$ cat src/rtl/i2cb_cfg.svh
`ifndef I2CB_CFG_SVH
`define I2CB_CFG_SVH
// Register indexes, byte address is four times the index
`define I2CB_IDX_ITIM   8'h08
`define I2CB_IDX_OTIM   8'h09
`define I2CB_IDX_SCLHI  8'h0A
`define I2CB_IDX_SCLLO  8'h0B
`define I2CB_IDX_STAT   8'h10
// Reset values
`define I2CB_RST_HOLD   3'h1
`define I2CB_RST_FILT   4'hC
`define I2CB_RST_SETUP  4'h1
`define I2CB_RST_DLY    2'h0
`define I2CB_RST_SCLHI  8'h7A
`define I2CB_RST_SCLLO  8'h7A
// Timing, in ns unless named otherwise; I2CB_SCL_EXTRA counts oscillator periods
`define I2CB_CLK_NS     10
`define I2CB_OSC_NS     40
`define I2CB_SCL_EXTRA  4
`define I2CB_HOLD_NS    50
`define I2CB_FILT_NS    5
`define I2CB_SETUP0_NS  80
`define I2CB_SETUPS_NS  640
`define I2CB_DLY0_NS    240
`define I2CB_DLYS_NS    40
`define I2CB_WD_SLOW_US 1000000
`define I2CB_WD_FAST_US 50
`define I2CB_RECOV_BITS 9
// AXI responses
`define I2CB_RESP_OKAY  2'h0
`define I2CB_RESP_SLV   2'h2
`endif

$ cat src/rtl/i2cb_pkg.sv
package i2cb_pkg;
  typedef struct packed {
    logic       rsv;
    logic [2:0] hold;
    logic [3:0] filt;
  } i2cb_itim_s;

  typedef struct packed {
    logic [3:0] setup;
    logic [1:0] dly;
    logic       fast;
    logic       wd_dis;
  } i2cb_otim_s;

  typedef enum logic [1:0] {
    ST_IDLE,
    ST_LOW,
    ST_HIGH,
    ST_TGT
  } i2cb_state_e;

  typedef enum logic [2:0] {
    RS_NONE,
    RS_ITIM,
    RS_OTIM,
    RS_SCLHI,
    RS_SCLLO,
    RS_STAT
  } i2cb_reg_e;
endpackage

$ cat src/rtl/i2cb_glitch.sv
`timescale 1ns/1ps
module i2cb_glitch #(
  parameter int CW = 4
) (
  // Clock and reset
  input  wire logic          aclk,
  input  wire logic          aresetn,
  input  wire logic          ce,
  // Line
  input  wire logic          din,
  input  wire logic [CW-1:0] thr,
  output logic               dout
);
  logic [CW-1:0] cnt;

  // Output follows only after the input differs for more than thr cycles
  always_ff @(posedge aclk) begin
    if (!aresetn) begin
      dout <= 1'b1;
      cnt  <= '0;
    end else if (ce) begin
      if (din == dout) begin
        cnt <= '0;
      end else if (cnt >= thr) begin
        dout <= din;
        cnt  <= '0;
      end else begin
        cnt <= cnt + 1'b1;
      end
    end
  end
endmodule // i2cb_glitch

$ cat src/rtl/i2cb_timing_ctrl.sv
`timescale 1ns/1ps
`include "i2cb_cfg.svh"
module i2cb_timing_ctrl
  import i2cb_pkg::*;
#(
  parameter int ADDR_W  = 8,
  parameter int WD_SLOW = `I2CB_WD_SLOW_US * 1000 / `I2CB_CLK_NS,
  parameter int WD_FAST = `I2CB_WD_FAST_US * 1000 / `I2CB_CLK_NS
) (
  // Clock and reset
  input  wire logic              aclk,
  input  wire logic              aresetn,
  input  wire logic              ce,
  // AXI4-Lite write
  input  wire logic [ADDR_W-1:0] awaddr,
  input  wire logic              awvalid,
  output logic                   awready,
  input  wire logic [31:0]       wdata,
  input  wire logic [3:0]        wstrb,
  input  wire logic              wvalid,
  output logic                   wready,
  output logic [1:0]             bresp,
  output logic                   bvalid,
  input  wire logic              bready,
  // AXI4-Lite read
  input  wire logic [ADDR_W-1:0] araddr,
  input  wire logic              arvalid,
  output logic                   arready,
  output logic [31:0]            rdata,
  output logic [1:0]             rresp,
  output logic                   rvalid,
  input  wire logic              rready,
  // I2C pins
  input  wire logic              scl_in,
  output logic                   scl_out,
  output logic                   scl_oe_n,
  input  wire logic              sda_in,
  output logic                   sda_out,
  output logic                   sda_oe_n,
  // Controller bit port
  input  wire logic              ctl_bit_valid,
  output logic                   ctl_bit_ready,
  input  wire logic              ctl_bit_data,
  input  wire logic              ctl_remote_ack,
  output logic                   ctl_rx_valid,
  output logic                   ctl_rx_data,
  // Target stretch port
  input  wire logic              tgt_valid,
  output logic                   tgt_ready,
  input  wire logic              tgt_data,
  // Bus state
  output logic                   bus_free,
  output logic                   bus_recovering
);
  localparam int HOLD_TAPS = 7 * `I2CB_HOLD_NS / `I2CB_CLK_NS;

  i2cb_itim_s    itim;
  i2cb_otim_s    otim;
  logic [7:0]    scl_hi;
  logic [7:0]    scl_lo;
  i2cb_itim_s    sh_itim;
  i2cb_otim_s    sh_otim;
  logic [7:0]    sh_hi;
  logic [7:0]    sh_lo;

  logic              aw_got;
  logic              w_got;
  logic [ADDR_W-1:0] aw_a;
  logic [7:0]        w_d;
  logic              w_be;

  i2cb_state_e   state;
  logic [15:0]   cnt;
  logic [15:0]   scnt;
  logic          sda_set;
  logic          bit_q;
  logic          remote_q;
  logic [3:0]    rec_left;
  logic          rec_q;
  logic          sda_drv;
  logic          tgt_hold;

  logic          scl_f;
  logic          sda_f;
  logic          scl_fq;
  logic [HOLD_TAPS-1:0] sda_dl;
  logic          sda_h;
  logic          hung;

  logic [15:0]   lo_cyc;
  logic [15:0]   hi_cyc;
  logic [15:0]   dly_cyc;
  logic [15:0]   set_cyc;
  logic [5:0]    hold_cyc;
  logic          end_hi;
  logic          next_bit;

  function automatic i2cb_reg_e reg_sel(input logic [ADDR_W-1:0] a);
    logic [ADDR_W-3:0] ix;
    ix = a[ADDR_W-1:2];
    if (a[1:0] != 2'h0)
      reg_sel = RS_NONE;
    else if (ix == (ADDR_W-2)'(`I2CB_IDX_ITIM))
      reg_sel = RS_ITIM;
    else if (ix == (ADDR_W-2)'(`I2CB_IDX_OTIM))
      reg_sel = RS_OTIM;
    else if (ix == (ADDR_W-2)'(`I2CB_IDX_SCLHI))
      reg_sel = RS_SCLHI;
    else if (ix == (ADDR_W-2)'(`I2CB_IDX_SCLLO))
      reg_sel = RS_SCLLO;
    else if (ix == (ADDR_W-2)'(`I2CB_IDX_STAT))
      reg_sel = RS_STAT;
    else
      reg_sel = RS_NONE;
  endfunction

  // AXI4-Lite slave
  assign awready = ce & ~aw_got;
  assign wready  = ce & ~w_got;
  assign arready = ce & ~rvalid;

  always_ff @(posedge aclk) begin
    if (!aresetn) begin
      aw_got <= 1'b0;
      w_got  <= 1'b0;
      aw_a   <= '0;
      w_d    <= 8'h00;
      w_be   <= 1'b0;
      bvalid <= 1'b0;
      bresp  <= `I2CB_RESP_OKAY;
      itim   <= '{1'b0, `I2CB_RST_HOLD, `I2CB_RST_FILT};
      otim   <= '{`I2CB_RST_SETUP, `I2CB_RST_DLY, 1'b0, 1'b0};
      scl_hi <= `I2CB_RST_SCLHI;
      scl_lo <= `I2CB_RST_SCLLO;
    end else if (ce) begin
      if (awvalid && awready) begin
        aw_got <= 1'b1;
        aw_a   <= awaddr;
      end
      if (wvalid && wready) begin
        w_got <= 1'b1;
        w_d   <= wdata[7:0];
        w_be  <= wstrb[0];
      end
      if (bvalid && bready)
        bvalid <= 1'b0;
      if (aw_got && w_got && !bvalid) begin
        aw_got <= 1'b0;
        w_got  <= 1'b0;
        bvalid <= 1'b1;
        bresp  <= `I2CB_RESP_OKAY;
        case (reg_sel(aw_a))
          RS_ITIM:  if (w_be) itim <= {1'b0, w_d[6:0]};
          RS_OTIM:  if (w_be) otim <= w_d;
          RS_SCLHI: if (w_be) scl_hi <= w_d;
          RS_SCLLO: if (w_be) scl_lo <= w_d;
          RS_STAT:  ;
          default:  bresp <= `I2CB_RESP_SLV;
        endcase
      end
    end
  end

  always_ff @(posedge aclk) begin
    if (!aresetn) begin
      rvalid <= 1'b0;
      rdata  <= 32'h0;
      rresp  <= `I2CB_RESP_OKAY;
    end else if (ce) begin
      if (rvalid && rready)
        rvalid <= 1'b0;
      if (arvalid && arready) begin
        rvalid <= 1'b1;
        rresp  <= `I2CB_RESP_OKAY;
        rdata  <= 32'h0;
        case (reg_sel(araddr))
          RS_ITIM:  rdata[7:0] <= itim;
          RS_OTIM:  rdata[7:0] <= otim;
          RS_SCLHI: rdata[7:0] <= scl_hi;
          RS_SCLLO: rdata[7:0] <= scl_lo;
          RS_STAT:  rdata[2:0] <= {state != ST_IDLE, bus_recovering,
                                   bus_free};
          default:  rresp <= `I2CB_RESP_SLV;
        endcase
      end
    end
  end

  // Working copies only reload while the bit engine is idle; back-to-back bits go from ST_HIGH to ST_LOW without a reload
  always_ff @(posedge aclk) begin
    if (!aresetn) begin
      sh_itim <= '{1'b0, `I2CB_RST_HOLD, `I2CB_RST_FILT};
      sh_otim <= '{`I2CB_RST_SETUP, `I2CB_RST_DLY, 1'b0, 1'b0};
      sh_hi   <= `I2CB_RST_SCLHI;
      sh_lo   <= `I2CB_RST_SCLLO;
    end else if (ce && state == ST_IDLE) begin
      sh_itim <= itim;
      sh_otim <= otim;
      sh_hi   <= scl_hi;
      sh_lo   <= scl_lo;
    end
  end

  // Phase lengths in clock cycles
  assign hi_cyc = 16'((16'(sh_hi) + 16'(`I2CB_SCL_EXTRA))
                  * 16'(`I2CB_OSC_NS / `I2CB_CLK_NS));
  assign lo_cyc = 16'((16'(sh_lo) + 16'(`I2CB_SCL_EXTRA))
                  * 16'(`I2CB_OSC_NS / `I2CB_CLK_NS));
  assign dly_cyc = 16'((`I2CB_DLY0_NS + `I2CB_DLYS_NS
                   * int'(sh_otim.dly)) / `I2CB_CLK_NS);
  assign set_cyc = 16'((`I2CB_SETUP0_NS + `I2CB_SETUPS_NS
                   * int'(sh_otim.setup)) / `I2CB_CLK_NS);
  assign hold_cyc = 6'(int'(sh_itim.hold) * `I2CB_HOLD_NS
                    / `I2CB_CLK_NS);

  // Input conditioning
  i2cb_glitch #(
    .CW (3)
  ) u_scl_flt (
    .aclk    (aclk),
    .aresetn (aresetn),
    .ce      (ce),
    .din     (scl_in),
    .thr     (sh_itim.filt[3:1]),
    .dout    (scl_f)
  );

  i2cb_glitch #(
    .CW (3)
  ) u_sda_flt (
    .aclk    (aclk),
    .aresetn (aresetn),
    .ce      (ce),
    .din     (sda_in),
    .thr     (sh_itim.filt[3:1]),
    .dout    (sda_f)
  );

  always_ff @(posedge aclk) begin
    if (!aresetn) begin
      sda_dl <= '1;
      scl_fq <= 1'b1;
    end else if (ce) begin
      sda_dl <= {sda_dl[HOLD_TAPS-2:0], sda_f};
      scl_fq <= scl_f;
    end
  end

  assign sda_h = (hold_cyc == 6'h0) ? sda_f
               : sda_dl[hold_cyc - 6'h1];

  // Pending requests count as activity, so free clears as SCL is taken
  i2cb_watchdog #(
    .TO_SLOW (WD_SLOW),
    .TO_FAST (WD_FAST)
  ) u_wd (
    .aclk     (aclk),
    .aresetn  (aresetn),
    .ce       (ce),
    .scl      (scl_f),
    .sda      (sda_f),
    .busy     ((state != ST_IDLE) || ctl_bit_valid || tgt_valid),
    .dis      (sh_otim.wd_dis),
    .fast     (sh_otim.fast),
    .bus_free (bus_free),
    .hung     (hung)
  );

  // Bit engine
  assign end_hi = (state == ST_HIGH) && scl_f && (cnt >= hi_cyc - 16'h1);
  assign next_bit = (state == ST_IDLE) || end_hi;
  assign ctl_bit_ready = ce && next_bit && (rec_left == 4'h0) && !hung;
  assign bus_recovering = (rec_left != 4'h0);
  assign scl_out  = 1'b0;
  assign sda_out  = 1'b0;
  assign scl_oe_n = ~((state == ST_LOW) || (state == ST_TGT));
  assign sda_oe_n = ~sda_drv;

  always_ff @(posedge aclk) begin
    if (!aresetn) begin
      state        <= ST_IDLE;
      cnt          <= 16'h0;
      scnt         <= 16'h0;
      sda_set      <= 1'b0;
      bit_q        <= 1'b1;
      remote_q     <= 1'b0;
      rec_left     <= 4'h0;
      rec_q        <= 1'b0;
      sda_drv      <= 1'b0;
      tgt_hold     <= 1'b0;
      tgt_ready    <= 1'b0;
      ctl_rx_valid <= 1'b0;
      ctl_rx_data  <= 1'b1;
    end else if (ce) begin
      tgt_ready    <= 1'b0;
      ctl_rx_valid <= 1'b0;
      if (hung && state == ST_IDLE) begin
        rec_left <= 4'(`I2CB_RECOV_BITS);
        sda_drv  <= 1'b0;
      end
      if (tgt_hold && scl_fq && !scl_f) begin
        tgt_hold <= 1'b0;
        sda_drv  <= 1'b0;
      end
      case (state)
        ST_IDLE: begin
          cnt <= 16'h0;
        end
        ST_LOW: begin
          cnt <= cnt + 16'h1;
          if (sda_set)
            scnt <= scnt + 16'h1;
          if (!sda_set && cnt >= dly_cyc - 16'h1) begin
            sda_set <= 1'b1;
            sda_drv <= ~bit_q;
          end
          if (sda_set && cnt >= lo_cyc - 16'h1 &&
              (!remote_q || scnt >= set_cyc - 16'h1)) begin
            state <= ST_HIGH;
            cnt   <= 16'h0;
          end
        end
        ST_HIGH: begin
          if (scl_f)
            cnt <= cnt + 16'h1;
          if (end_hi) begin
            ctl_rx_valid <= !rec_q;
            ctl_rx_data  <= sda_h;
            state        <= ST_IDLE;
          end
        end
        ST_TGT: begin
          cnt <= cnt + 16'h1;
          if (cnt >= lo_cyc - 16'h1) begin
            state     <= ST_IDLE;
            tgt_ready <= 1'b1;
            tgt_hold  <= 1'b1;
          end
        end
        default: state <= ST_IDLE;
      endcase
      if (next_bit) begin
        if (rec_left != 4'h0) begin
          rec_left <= rec_left - 4'h1;
          rec_q    <= 1'b1;
          bit_q    <= 1'b1;
          remote_q <= 1'b0;
          state    <= ST_LOW;
          cnt      <= 16'h0;
          scnt     <= 16'h0;
          sda_set  <= 1'b0;
        end else if (ctl_bit_valid && !hung) begin
          bit_q    <= ctl_bit_data;
          remote_q <= ctl_remote_ack;
          rec_q    <= 1'b0;
          state    <= ST_LOW;
          cnt      <= 16'h0;
          scnt     <= 16'h0;
          sda_set  <= 1'b0;
        // The ready edge consumes the request; filtered SCL still lags
        end else if (state == ST_IDLE && tgt_valid && !tgt_ready &&
                     !scl_f) begin
          state    <= ST_TGT;
          cnt      <= 16'h0;
          sda_drv  <= ~tgt_data;
          tgt_hold <= 1'b0;
        end
      end
    end
  end
endmodule // i2cb_timing_ctrl

$ cat src/rtl/i2cb_watchdog.sv
`timescale 1ns/1ps
module i2cb_watchdog #(
  parameter int TO_SLOW = 100000000,
  parameter int TO_FAST = 5000
) (
  // Clock and reset
  input  wire logic aclk,
  input  wire logic aresetn,
  input  wire logic ce,
  // Bus view
  input  wire logic scl,
  input  wire logic sda,
  input  wire logic busy,
  // Control
  input  wire logic dis,
  input  wire logic fast,
  // Result
  output logic      bus_free,
  output logic      hung
);
  logic [31:0] cnt;
  logic [31:0] lim;
  logic        scl_q;
  logic        sda_q;
  logic        done;
  logic        act;

  assign lim = fast ? 32'(TO_FAST) : 32'(TO_SLOW);
  assign act = (scl != scl_q) || (sda != sda_q) || busy;

  always_ff @(posedge aclk) begin
    if (!aresetn) begin
      scl_q <= 1'b1;
      sda_q <= 1'b1;
    end else if (ce) begin
      scl_q <= scl;
      sda_q <= sda;
    end
  end

  always_ff @(posedge aclk) begin
    if (!aresetn) begin
      cnt      <= '0;
      done     <= 1'b0;
      bus_free <= 1'b0;
      hung     <= 1'b0;
    end else if (ce) begin
      hung <= 1'b0;
      if (dis || act) begin
        cnt      <= '0;
        done     <= 1'b0;
        bus_free <= 1'b0;
      end else if (!done) begin
        if (cnt >= lim - 32'd1) begin
          done <= 1'b1;
          if (sda) begin
            bus_free <= 1'b1;
          end else begin
            hung <= 1'b1;
          end
        end else begin
          cnt <= cnt + 32'd1;
        end
      end
    end
  end
endmodule // i2cb_watchdog
$ cat config.mk
export PLATFORM = sky130hd
export DESIGN_NAME = i2cb_timing_ctrl
export DESIGN_NICKNAME = d
export VERILOG_FILES = /design/src/rtl/i2cb_pkg.sv /design/src/rtl/i2cb_glitch.sv /design/src/rtl/i2cb_timing_ctrl.sv /design/src/rtl/i2cb_watchdog.sv
export VERILOG_INCLUDE_DIRS = /design/src /design/src/rtl
export SDC_FILE = /design/constraint.sdc
export NUM_CORES = 1
export LEC_CHECK = 0
export ABC_AREA = 0
export BUFFER_PORTS_ARGS = -buffer_cell sky130_fd_sc_hd__clkbuf_2
export CORE_MARGIN = 4
export CORE_UTILIZATION = 35
export DETAILED_ROUTE_END_ITERATION = 10
export PLACE_DENSITY_LB_ADDON = 0.15
export SLEW_MARGIN = 40
export SYNTH_ARGS = -nofsm -noshare
export SYNTH_HDL_FRONTEND = slang
export SYNTH_SLANG_ARGS = --single-unit
$ cat constraint.sdc
create_clock -name aclk -period 23.5 [get_ports aclk]
set_clock_uncertainty 0.1 [all_clocks]
set_input_delay 0 -clock aclk [delete_from_list [all_inputs] [get_ports aclk]]
set_output_delay 0 -clock aclk [all_outputs]
set_load 0.01 [all_outputs]
==> out/results.ini, run 1 <==
[clock_network]
cts_tree=done
clk_path_buf_depth=3
cts_resized=0
cts_buffers=25
h-tree-depth=1
post_cts_buffers=0
hold_buffers=72
clkLatencyLatePin_ns=0.54
path_clk_slew_ns=0.06
clock_sinks=218
root_buffer=clkbuf_16

[global_route]
gr-usage-all-layers_pct=17.6
grt_pass1_vias=15700
grt_busiest_layer=met2
grt_first_pass_wirelength_um=81000
grt_overflow_total=0
groute.layer.met3.usage_pct=1.59
antenna_found_initial=0
grt_max_degree=114
use_met1_pct=24.4
grtUsageMet2_pct=29.2

[yosys]
yosysTopAreaCell=dfxtp_1
synth_cells=2295
synth_top_family_by_area=simple AND/OR/NAND/NOR gates
synthXorXnorAreaFrac_pct=5.28
async_flop_share_pct=0
synth.distinct_cells=105
synth.cell_area_um2=17700
synth_fa_ha_area_share_pct=9.87
synth-warning-count=0
synth_simple_gate_area_share_pct=25.2
synth_edf_count=0
muxShareOfSynthArea_pct=5.33
synth_compound_area_share_pct=24.2
yosysMostFrequentCell=nand2_1
synth_common_cells=322 x nand2_1, 218 x dfxtp_1, 179 x nor2_1, 139 x ha_1, 109 x nand3_1
syn_area_per_cell_um2=7.72
ys_seq_area_share_pct=24.6
synth-main-ff-cell=dfxtp_1
ys_ff_latch=218
synth_top_area_share_pct=24.6
post_synth_main_area_contributors=dfxtp_1 25%, ha_1 9.8%, nand2_1 6.8%, mux2i_1 4.1%, nor2_1 3.8%

[placement]
hpwl_um=36000
dp_slack_ns=8.43
gp_congestion=0.856
dpl_cell_area_um2=18400
port_buffers=62

[sta]
fin_crit_ns=15.30
hold_viol=0
maxSlewHeadroom_pct=47.0
rsz0062_at_grt=false
worstMarginPinSlew_ns=0.794
setup_viol=0
tns_ns=0
fmax_mhz=65.4
worst_slack_ns=8.20
post-route-period-util_pct=65.1
drv_slew=0

[critical_path]
r2r-end=cnt[15]$_SDFFE_PN0P_
r2r_start=sh_otim[5]$_SDFFE_PN0P_
path_max_fanout=18
worst_path_largest_cell_delay_ns=0.81
rrSetupSlack_ns=8.20
crit_path_end=cnt[15]$_SDFFE_PN0P_
crit_path_end_kind=flip-flop
required_ns=23.89
cpMaxStageDelayCell=dfxtp_1
crit_path_start=sh_otim[5]$_SDFFE_PN0P_
setup.worst_path.class=reg2reg
cp.arrival_ns=15.69
r2r_cells=58
cp_common_cell=a21o_1
start_kind=flip-flop

[status]
status=finished clean

[layout]
nNetsFinal=2566
diodes=0
fillers=5178
syn_to_final_growth_pct=12.6
postLayoutCellArea_um2=20000
multiInputGateArea_um2=12600
regArea_um2=4370
drive_gt1_share_pct=7.24

[floorplan]
fp.dieArea_um2=54300
io_pins=118
die_h_um=233
rows=82
fp.dieW_um=233
core_um2=50100
start_util_pct=35.4

[routing]
drc=0
vias_per_cell=5.47
drt_pass1_iterations=7
vias=16700
wl_per_cell_um=16.2
wirelength_um=49500
ant_nets=0
first_iter_violations=1233

[pwr]
vdd_drop_max_mv=0.0581
p_per_area_nw_per_um2=48.1
p_leak_nw=8.43

[flow_run]
drv_cap=0

[min_path]
hold_class=in2reg

## layout make-up
class	count	share of cell area [%]
clock inverters	8	0.270
flip-flops and latches	218	21.9
multi-input cells	1889	62.9
clock buffers	36	3.59
well taps	672	4.21
repair buffers	143	5.53
inverters	83	1.59
## flip-flops by register name (all words and copies together) (netlist names), 8 cells and up
name / flops
scnt: 16
sda_dl: 35
cnt: 16
rdata: 8
scl_hi: 8
sh_lo: 8
otim: 8
sh_otim: 8
aw_a: 8
scl_lo: 8
w_d: 8
sh_hi: 8
u_wd.cnt: 32
## critical path: cells and delay by family (launching register included)
| family | cells | cell delay, ns |
|---|---|---|
| AO/OA/AOI/OAI | 29 | 5.92 |
| buffers and inverters | 3 | 0.45 |
| adder cells (fa/ha/maj) | 9 | 3.01 |
| AND/OR/NAND/NOR | 16 | 4.44 |
| flip-flops | 1 | 0.81 |
| multiplexers | 1 | 0.46 |
## cell usage in the layout (no fill, tap or decap), drive strengths merged, types with 10 or more instances in the layout
cell type      n
conb          35
nor2b         55
dlygate4sd3   72
dfxtp        218
a21o          71
a22oi         24
nor3          58
and3          32
a211o         11
o31ai         22
or2           16
nor2         179
a21boi        62
o211ai        33
ha           139
xnor2         61
nor4          25
and2          22
nand2b        24
nand4         29
nand3        109
a31oi         22
mux2i         73
xor2          41
buf           10
nand2        322
clkbuf        97
a21oi        107
o21ai         96
a211oi        17
or3           21
inv           83
## per-layer routing
metal  vias to the layer above  wire length, µm
met4                         0             1060
met2                       364            22900
met3                        71             1820
li1                       8421                -
met5                         -                0
met1                      7832            23700
## worst min path at each step
stage / startpoint / end / slack (ns) / cells past startpoint
final: araddr[2] / rdata[2]$_SDFFE_PN0P_ / 0.05 / 5
after global routing: araddr[2] / rdata[2]$_SDFFE_PN0P_ / 0.12 / 5
after CTS: araddr[2] / rdata[2]$_SDFFE_PN0P_ / 0.02 / 5
after detailed placement: awaddr[6] / aw_a[6]$_SDFFE_PN0P_ / 0.16 / 3
after global placement: wstrb[0] / w_be$_SDFFE_PN0P_ / 0.16 / 3
after floorplan: awaddr[0] / aw_a[0]$_SDFFE_PN0P_ / 0.06 / 2
## logic make-up (layout without fill, tap and decap cells)
family / after synthesis / after routing
AOI/OAI and AO/OA: 600 / 600
xor gates and xnor gates: 103 / 103
adders and majority gates: 140 / 140
buffers and inverters: 221 / 270
DFF: 218 / 218
muxes: 84 / 84
other: 2 / 35
and+or+nand+nor: 927 / 927
## per-stage QoR
step                util [%]  std cells  power (mW)  hold slack (ns)
finish                  39.9       3049       0.960           0.0530
detailed placement      36.8       2932       0.586            0.158
global route            39.9       3049        1.01            0.117
global placement        36.8       2932       0.585            0.157
CTS                     39.8       3048       0.971           0.0216
floorplan                  -       2328       0.541           0.0561
## report_power, final
part | internal (mW) | switching [mW]
clock network | 0.212 | 0.158
registers | 0.375 | 0.00811
logic | 0.0786 | 0.128
No activity file was read; power rests on OpenSTA's default activity.
==> inputs of run 2 (changes only) <==
Settings changed: ABC_AREA 0 to 1.
Clock period 23.5 ns to 14.6 ns, I/O delays scaled along.
==> run 2 against run 1 <==
Compared with the run above:
- final cell count grew 15%
- synthesized cell count rose by 19%
- clock power rose by 71%
- critical path depth rose by 26
- critical path type unchanged
==> out/results.ini, run 2 <==
[yosys]
ys_ff_latch=218
synth.cell_area_um2=17700
synth_top_area_share_pct=24.7
synth_edf_count=0
yosysTopAreaCell=dfxtp_1
syn_area_per_cell_um2=6.47
synth_cells=2731
synth_common_cells=591 x nand2_1, 340 x inv_1, 279 x nor2_1, 218 x dfxtp_1, 204 x nand3_1
synth.distinct_cells=63
synth-main-ff-cell=dfxtp_1
synth-warning-count=0
post_synth_main_area_contributors=dfxtp_1 25%, nand2_1 13%, ha_1 9.8%, inv_1 7.2%, nor2_1 5.9%
ys_seq_area_share_pct=24.7
yosysMostFrequentCell=nand2_1
async_flop_share_pct=0

[clock_network]
path_clk_slew_ns=0.06
h-tree-depth=1
clock_sinks=218
cts_buffers=26
post_cts_buffers=0
cts_tree=done
clk_path_buf_depth=3
clkLatencyLatePin_ns=0.54
root_buffer=clkbuf_16

[sta]
hold_viol=0
worst_slack_ns=3.00
maxSlewHeadroom_pct=48.8
drv_slew=0
tns_ns=0
setup_viol=0
fin_crit_ns=11.60
worstMarginPinSlew_ns=0.761
fmax_mhz=86.2
post-route-period-util_pct=79.4
rsz0062_at_grt=false

[layout]
drive_gt1_share_pct=8.60
layout_common_cells=590 x nand2_1, 338 x inv_1, 277 x nor2_1
final_common_cell=nand2_1
largest_reg_flops=35
reg_top3=sda_dl x35, u_wd.cnt x32
nNetsFinal=3036
diodes=0
largest-register=sda_dl
syn_to_final_growth_pct=12.9

[critical_path]
worst_path_largest_cell_delay_ns=0.45
setup.worst_path.class=reg2reg
cp_common_cell=nand2_1
start_kind=flip-flop
crit_path_end_kind=flip-flop
cpMaxStageDelayCell=ha_1
required_ns=14.88
path_max_fanout=19
cp.arrival_ns=11.88

[routing]
vias=17500
ant_nets=0
drc=0
wl_per_cell_um=13.8
drt_pass1_iterations=5
vias_per_cell=4.97
wirelength_um=48700
first_iter_violations=959

[placement]
port_buffers=62
dp_slack_ns=2.98
hpwl_um=37400
gp_congestion=0.851

[pwr]
p_switching_mw=1.06
p_leak_nw=9.31
vdd_drop_max_mv=0.0760
p_per_area_nw_per_um2=121
internal_power_mw=1.36
clockPowerShare_pct=26.0
p_comb_share_pct=47.8
switching_share_pct=43.7
power_frac_seq_pct=26.2

[min_path]
hold_class=in2reg

[floorplan]
rows=82
start_util_pct=35.3
io_pins=118
fp.dieW_um=233
fp.dieArea_um2=54200
die_h_um=233
core_um2=50100

[global_route]
grt_overflow_total=0
grt_max_degree=78
antenna_found_initial=0
grt_pass1_vias=16200
gr-usage-all-layers_pct=17.5
grt_first_pass_wirelength_um=80200

[status]
status=finished clean

[flow_run]
drv_cap=0

==> run 2: cell types whose count changed after synthesis, sizes merged, moves of 40 or more <==
| cell | delta |
|---|---|
| o21ai | +95 |
| nand2 | +297 |
| a21boi | -60 |
| mux2i | -73 |
| a21o | -67 |
| nor2b | -55 |
| nor2 | +128 |
| xnor2 | -40 |
| nand3 | +119 |
| inv | +286 |
| a21oi | +85 |
==> run 2: path summary, 6_finish.rpt <==
path | from | to | slack, ns | cells after the start
setup / recovery | sh_otim[5]$_SDFFE_PN0P_ | cnt[6]$_SDFFE_PN0P_ | 3.00 | 84
hold / removal | araddr[1] | rdata[7]$_SDFFE_PN0P_ | 0.11 | 8
setup reg to reg | sh_otim[5]$_SDFFE_PN0P_ | cnt[6]$_SDFFE_PN0P_ | 3.00 | 84
hold reg to reg | u_wd.cnt[31]$_SDFFE_PN0P_ | u_wd.cnt[31]$_SDFFE_PN0P_ | 0.34 | 2
==> run 2: power by group through the flow <==
stage,sequential (mW),combinational (mW),clock (mW)
after floorplan,0.640,0.930,0
after global placement,0.647,1.13,0
after detailed placement,0.647,1.15,0
after CTS,0.634,1.16,0.651
after global routing,0.637,1.33,0.672
final,0.635,1.16,0.631
==> run 2: timing repair <==
item                      CTS  global route
resized for setup           0             0
hold buffers               55             0
hold endpoints to repair   66             0
==> run 2: worst max-delay path, delay by kind of cell, from the launching register on <==
kind,cells,cell delay (ns)
fa+ha+maj,9,2.40
simple gates,52,6.24
buf+inv,16,1.46
flops,1,0.40
compound gates,6,0.66
xor+xnor,1,0.14
==> run 2: cells by family (layout without fill, tap and decap cells) <==
group | after synthesis | after routing | synth area share [%]
fa+ha+maj | 139 | 139 | 9.84
flops | 218 | 218 | 24.7
simple gates | 1303 | 1303 | 33.5
xor+xnor | 83 | 83 | 4.11
compound gates | 521 | 521 | 17.0
buf+inv | 465 | 549 | 10.8
other cells | 2 | 35 | 0.0425
==> run 2: layout make-up <==
type	count	area, µm²
tap	672	841
timing repair buffer	128	967
inverter	375	1410
fill	5411	30100
clock inverter	2	15.0
clock buffer	44	810
sequential	218	4360
multi-input combinational	2081	11600
==> run 2: metrics by stage <==
stage / hold WS [ns] / std cells / cell area [µm²] / utilization (%) / total power, mW
2_1_floorplan: 0.0575 / 2764 / 17800 / - / 1.57
5_1_grt: 0.181 / 3520 / 20000 / 39.9 / 2.64
6_report: 0.105 / 3520 / 20000 / 39.9 / 2.42
4_1_cts: 0.0723 / 3519 / 19900 / 39.8 / 2.45
3_3_place_gp: 0.166 / 3418 / 18500 / 37.0 / 1.78
3_5_place_dp: 0.168 / 3418 / 18500 / 37.0 / 1.79
==> run 2: metal layers <==
layer | track usage [%] | wire [µm] | part of all wire, % | up-vias
met5 | 0 | 0 | 0 | -
met2 | 30.2 | 22700 | 47 | 267
met3 | 1.69 | 1640 | 3.4 | 48
met1 | 23.7 | 23400 | 48 | 7999
met4 | 3.94 | 952 | 2.0 | 0
li1 | - | - | - | 9196
==> inputs of run 3 (changes only) <==
Settings changed: ABC_AREA 1 to 0.
Clock period 14.6 ns to 11.85 ns, I/O delays scaled along.
==> run 3 against run 2 <==
Compared with the run above:
- power fell by 17%
- setup slack got worse by 2.4 ns
- via count shrank 4.0%
- first-iteration DRC count is 21% higher
- largest power group is now the clock network
- highest routed layer unchanged
==> out/results.ini, run 3 (synthesis gave the netlist of run 1 again) <==
[status]
status=finished clean

[routing]
wirelength_um=49700
wl_per_cell_um=16.2
vias=16800
drc=0
ant_nets=0
first_iter_violations=1160
vias_per_cell=5.47
drt_pass1_iterations=6

[floorplan]
die_h_um=233
start_util_pct=35.4
core_um2=50100
fp.dieArea_um2=54300
io_pins=118
fp.dieW_um=233
rows=82

[sta]
setup_viol=0
worstMarginPinSlew_ns=0.805
post-route-period-util_pct=94.9
fmax_mhz=88.9
drv_slew=0
worst_slack_ns=0.602
hold_viol=0
maxSlewHeadroom_pct=46.3
tns_ns=0
fin_crit_ns=11.25

[critical_path]
cpLargestDelayFamily=compound AO/OA/AOI/OAI gates
worst_path_largest_cell_delay_ns=0.40
cpMaxStageDelayCell=or3_1
r2r_cells=59
start_kind=flip-flop
worst-path-buf-inv=5
path_max_fanout=6
cp_common_cell=a21o_1
cp.arrival_ns=11.62
required_ns=12.22
cp_num_cells=59
crit_path_end_kind=flip-flop
setup.worst_path.class=reg2reg

[layout]
drive_gt1_share_pct=10.3
largest_reg_flops=35
nNetsFinal=2593
largest-register=sda_dl
final_common_cell=nand2_1
reg_top3=sda_dl x35, u_wd.cnt x32
post-route-util_pct=40.8
diodes=0
syn_to_final_growth_pct=15.2
postLayoutCellArea_um2=20400
layout_common_cells=319 x nand2_1, 218 x dfxtp_1, 174 x nor2_1
fillers=5183

[pwr]
vdd_drop_max_mv=0.0874
switching_share_pct=29.3
p_leak_nw=8.61
p_comb_share_pct=21.6
power_frac_seq_pct=37.8
clockPowerShare_pct=40.6
internal_power_mw=1.42
p_per_area_nw_per_um2=98.3
p_switching_mw=0.588

[min_path]
holdPathStages=4
hold_class=in2reg

[global_route]
gr-usage-all-layers_pct=17.5
grt_overflow_total=0
antenna_found_initial=0
grt_max_degree=105
grt_pass1_vias=15900
grt_first_pass_wirelength_um=81100

[clock_network]
path_clk_slew_ns=0.06
clock_sinks=218
clkLatencyLatePin_ns=0.53
cts_tree=done
cts_buffers=24
clk_path_buf_depth=3
h-tree-depth=1
root_buffer=clkbuf_16

[placement]
port_buffers=62
hpwl_um=36100
dpl_cell_area_um2=18800
gp_congestion=0.871
dp_slack_ns=0.0821

[flow_run]
drv_cap=0

[run 3: area by class of cell]
cell class / instances / area, µm² / share of cell area (%)
repair buffers: 171 / 1270 / 6.24
multi-input cells: 1889 / 12800 / 62.5
well taps: 672 / 841 / 4.12
clock inverters: 8 / 140 / 0.686
inverters: 83 / 317 / 1.55
flip-flops and latches: 218 / 4360 / 21.4
clock buffers: 36 / 717 / 3.51
[run 3: final timing paths]
| check | from | end | slack, ns |
|---|---|---|---|
| setup / recovery | sh_otim[5]$_SDFFE_PN0P_ | cnt[15]$_SDFFE_PN0P_ | 0.60 |
| setup reg to reg | sh_otim[5]$_SDFFE_PN0P_ | cnt[15]$_SDFFE_PN0P_ | 0.60 |
| hold / removal | arvalid | rdata[5]$_SDFFE_PN0P_ | 0.02 |
| hold reg to reg | aw_a[0]$_SDFFE_PN0P_ | aw_a[0]$_SDFFE_PN0P_ | 0.36 |
[run 3: power groups by stage]
stage	Sequential, mW	Clock (mW)	Combinational [mW]
after floorplan	0.766	0	0.307
after global placement	0.774	0	0.406
after detailed placement	0.774	0	0.405
after CTS	0.757	0.840	0.420
after global routing	0.760	0.869	0.477
final	0.758	0.815	0.434
[run 3: repair_timing]
| item | in CTS | in global routing |
|---|---|---|
| endpoints found under the hold margin | 89 | 0 |
| resized for setup | 0 | 36 |
| hold buffers | 55 | 0 |
| setup buffers | 0 | 7 |
| setup endpoints to repair | 0 | 18 |
[run 3: tightest hold or removal path, stage by stage]
cell	delay [ns]
clkbuf_2	0.08
nand2_1	0.29
a22oi_1	0.15
nor2b_1	0.10
[run 3: routing by layer]
metal,track usage [%],share of wire [%],wire length [µm]
met4,3.46,1.5,737
met5,0,0,0
met2,29.6,47,23400
met1,24.2,48,23800
met3,1.63,3.4,1690
[run 3: per-stage QoR]
stage | power (mW) | cells | hold WS (ns)
2_1_floorplan | 1.07 | 2328 | 0.0561
3_3_place_gp | 1.18 | 2971 | 0.154
3_5_place_dp | 1.18 | 2971 | 0.161
4_1_cts | 2.02 | 3070 | 0.00761
5_1_grt | 2.11 | 3077 | 0.0688
6_report | 2.01 | 3077 | 0.0243
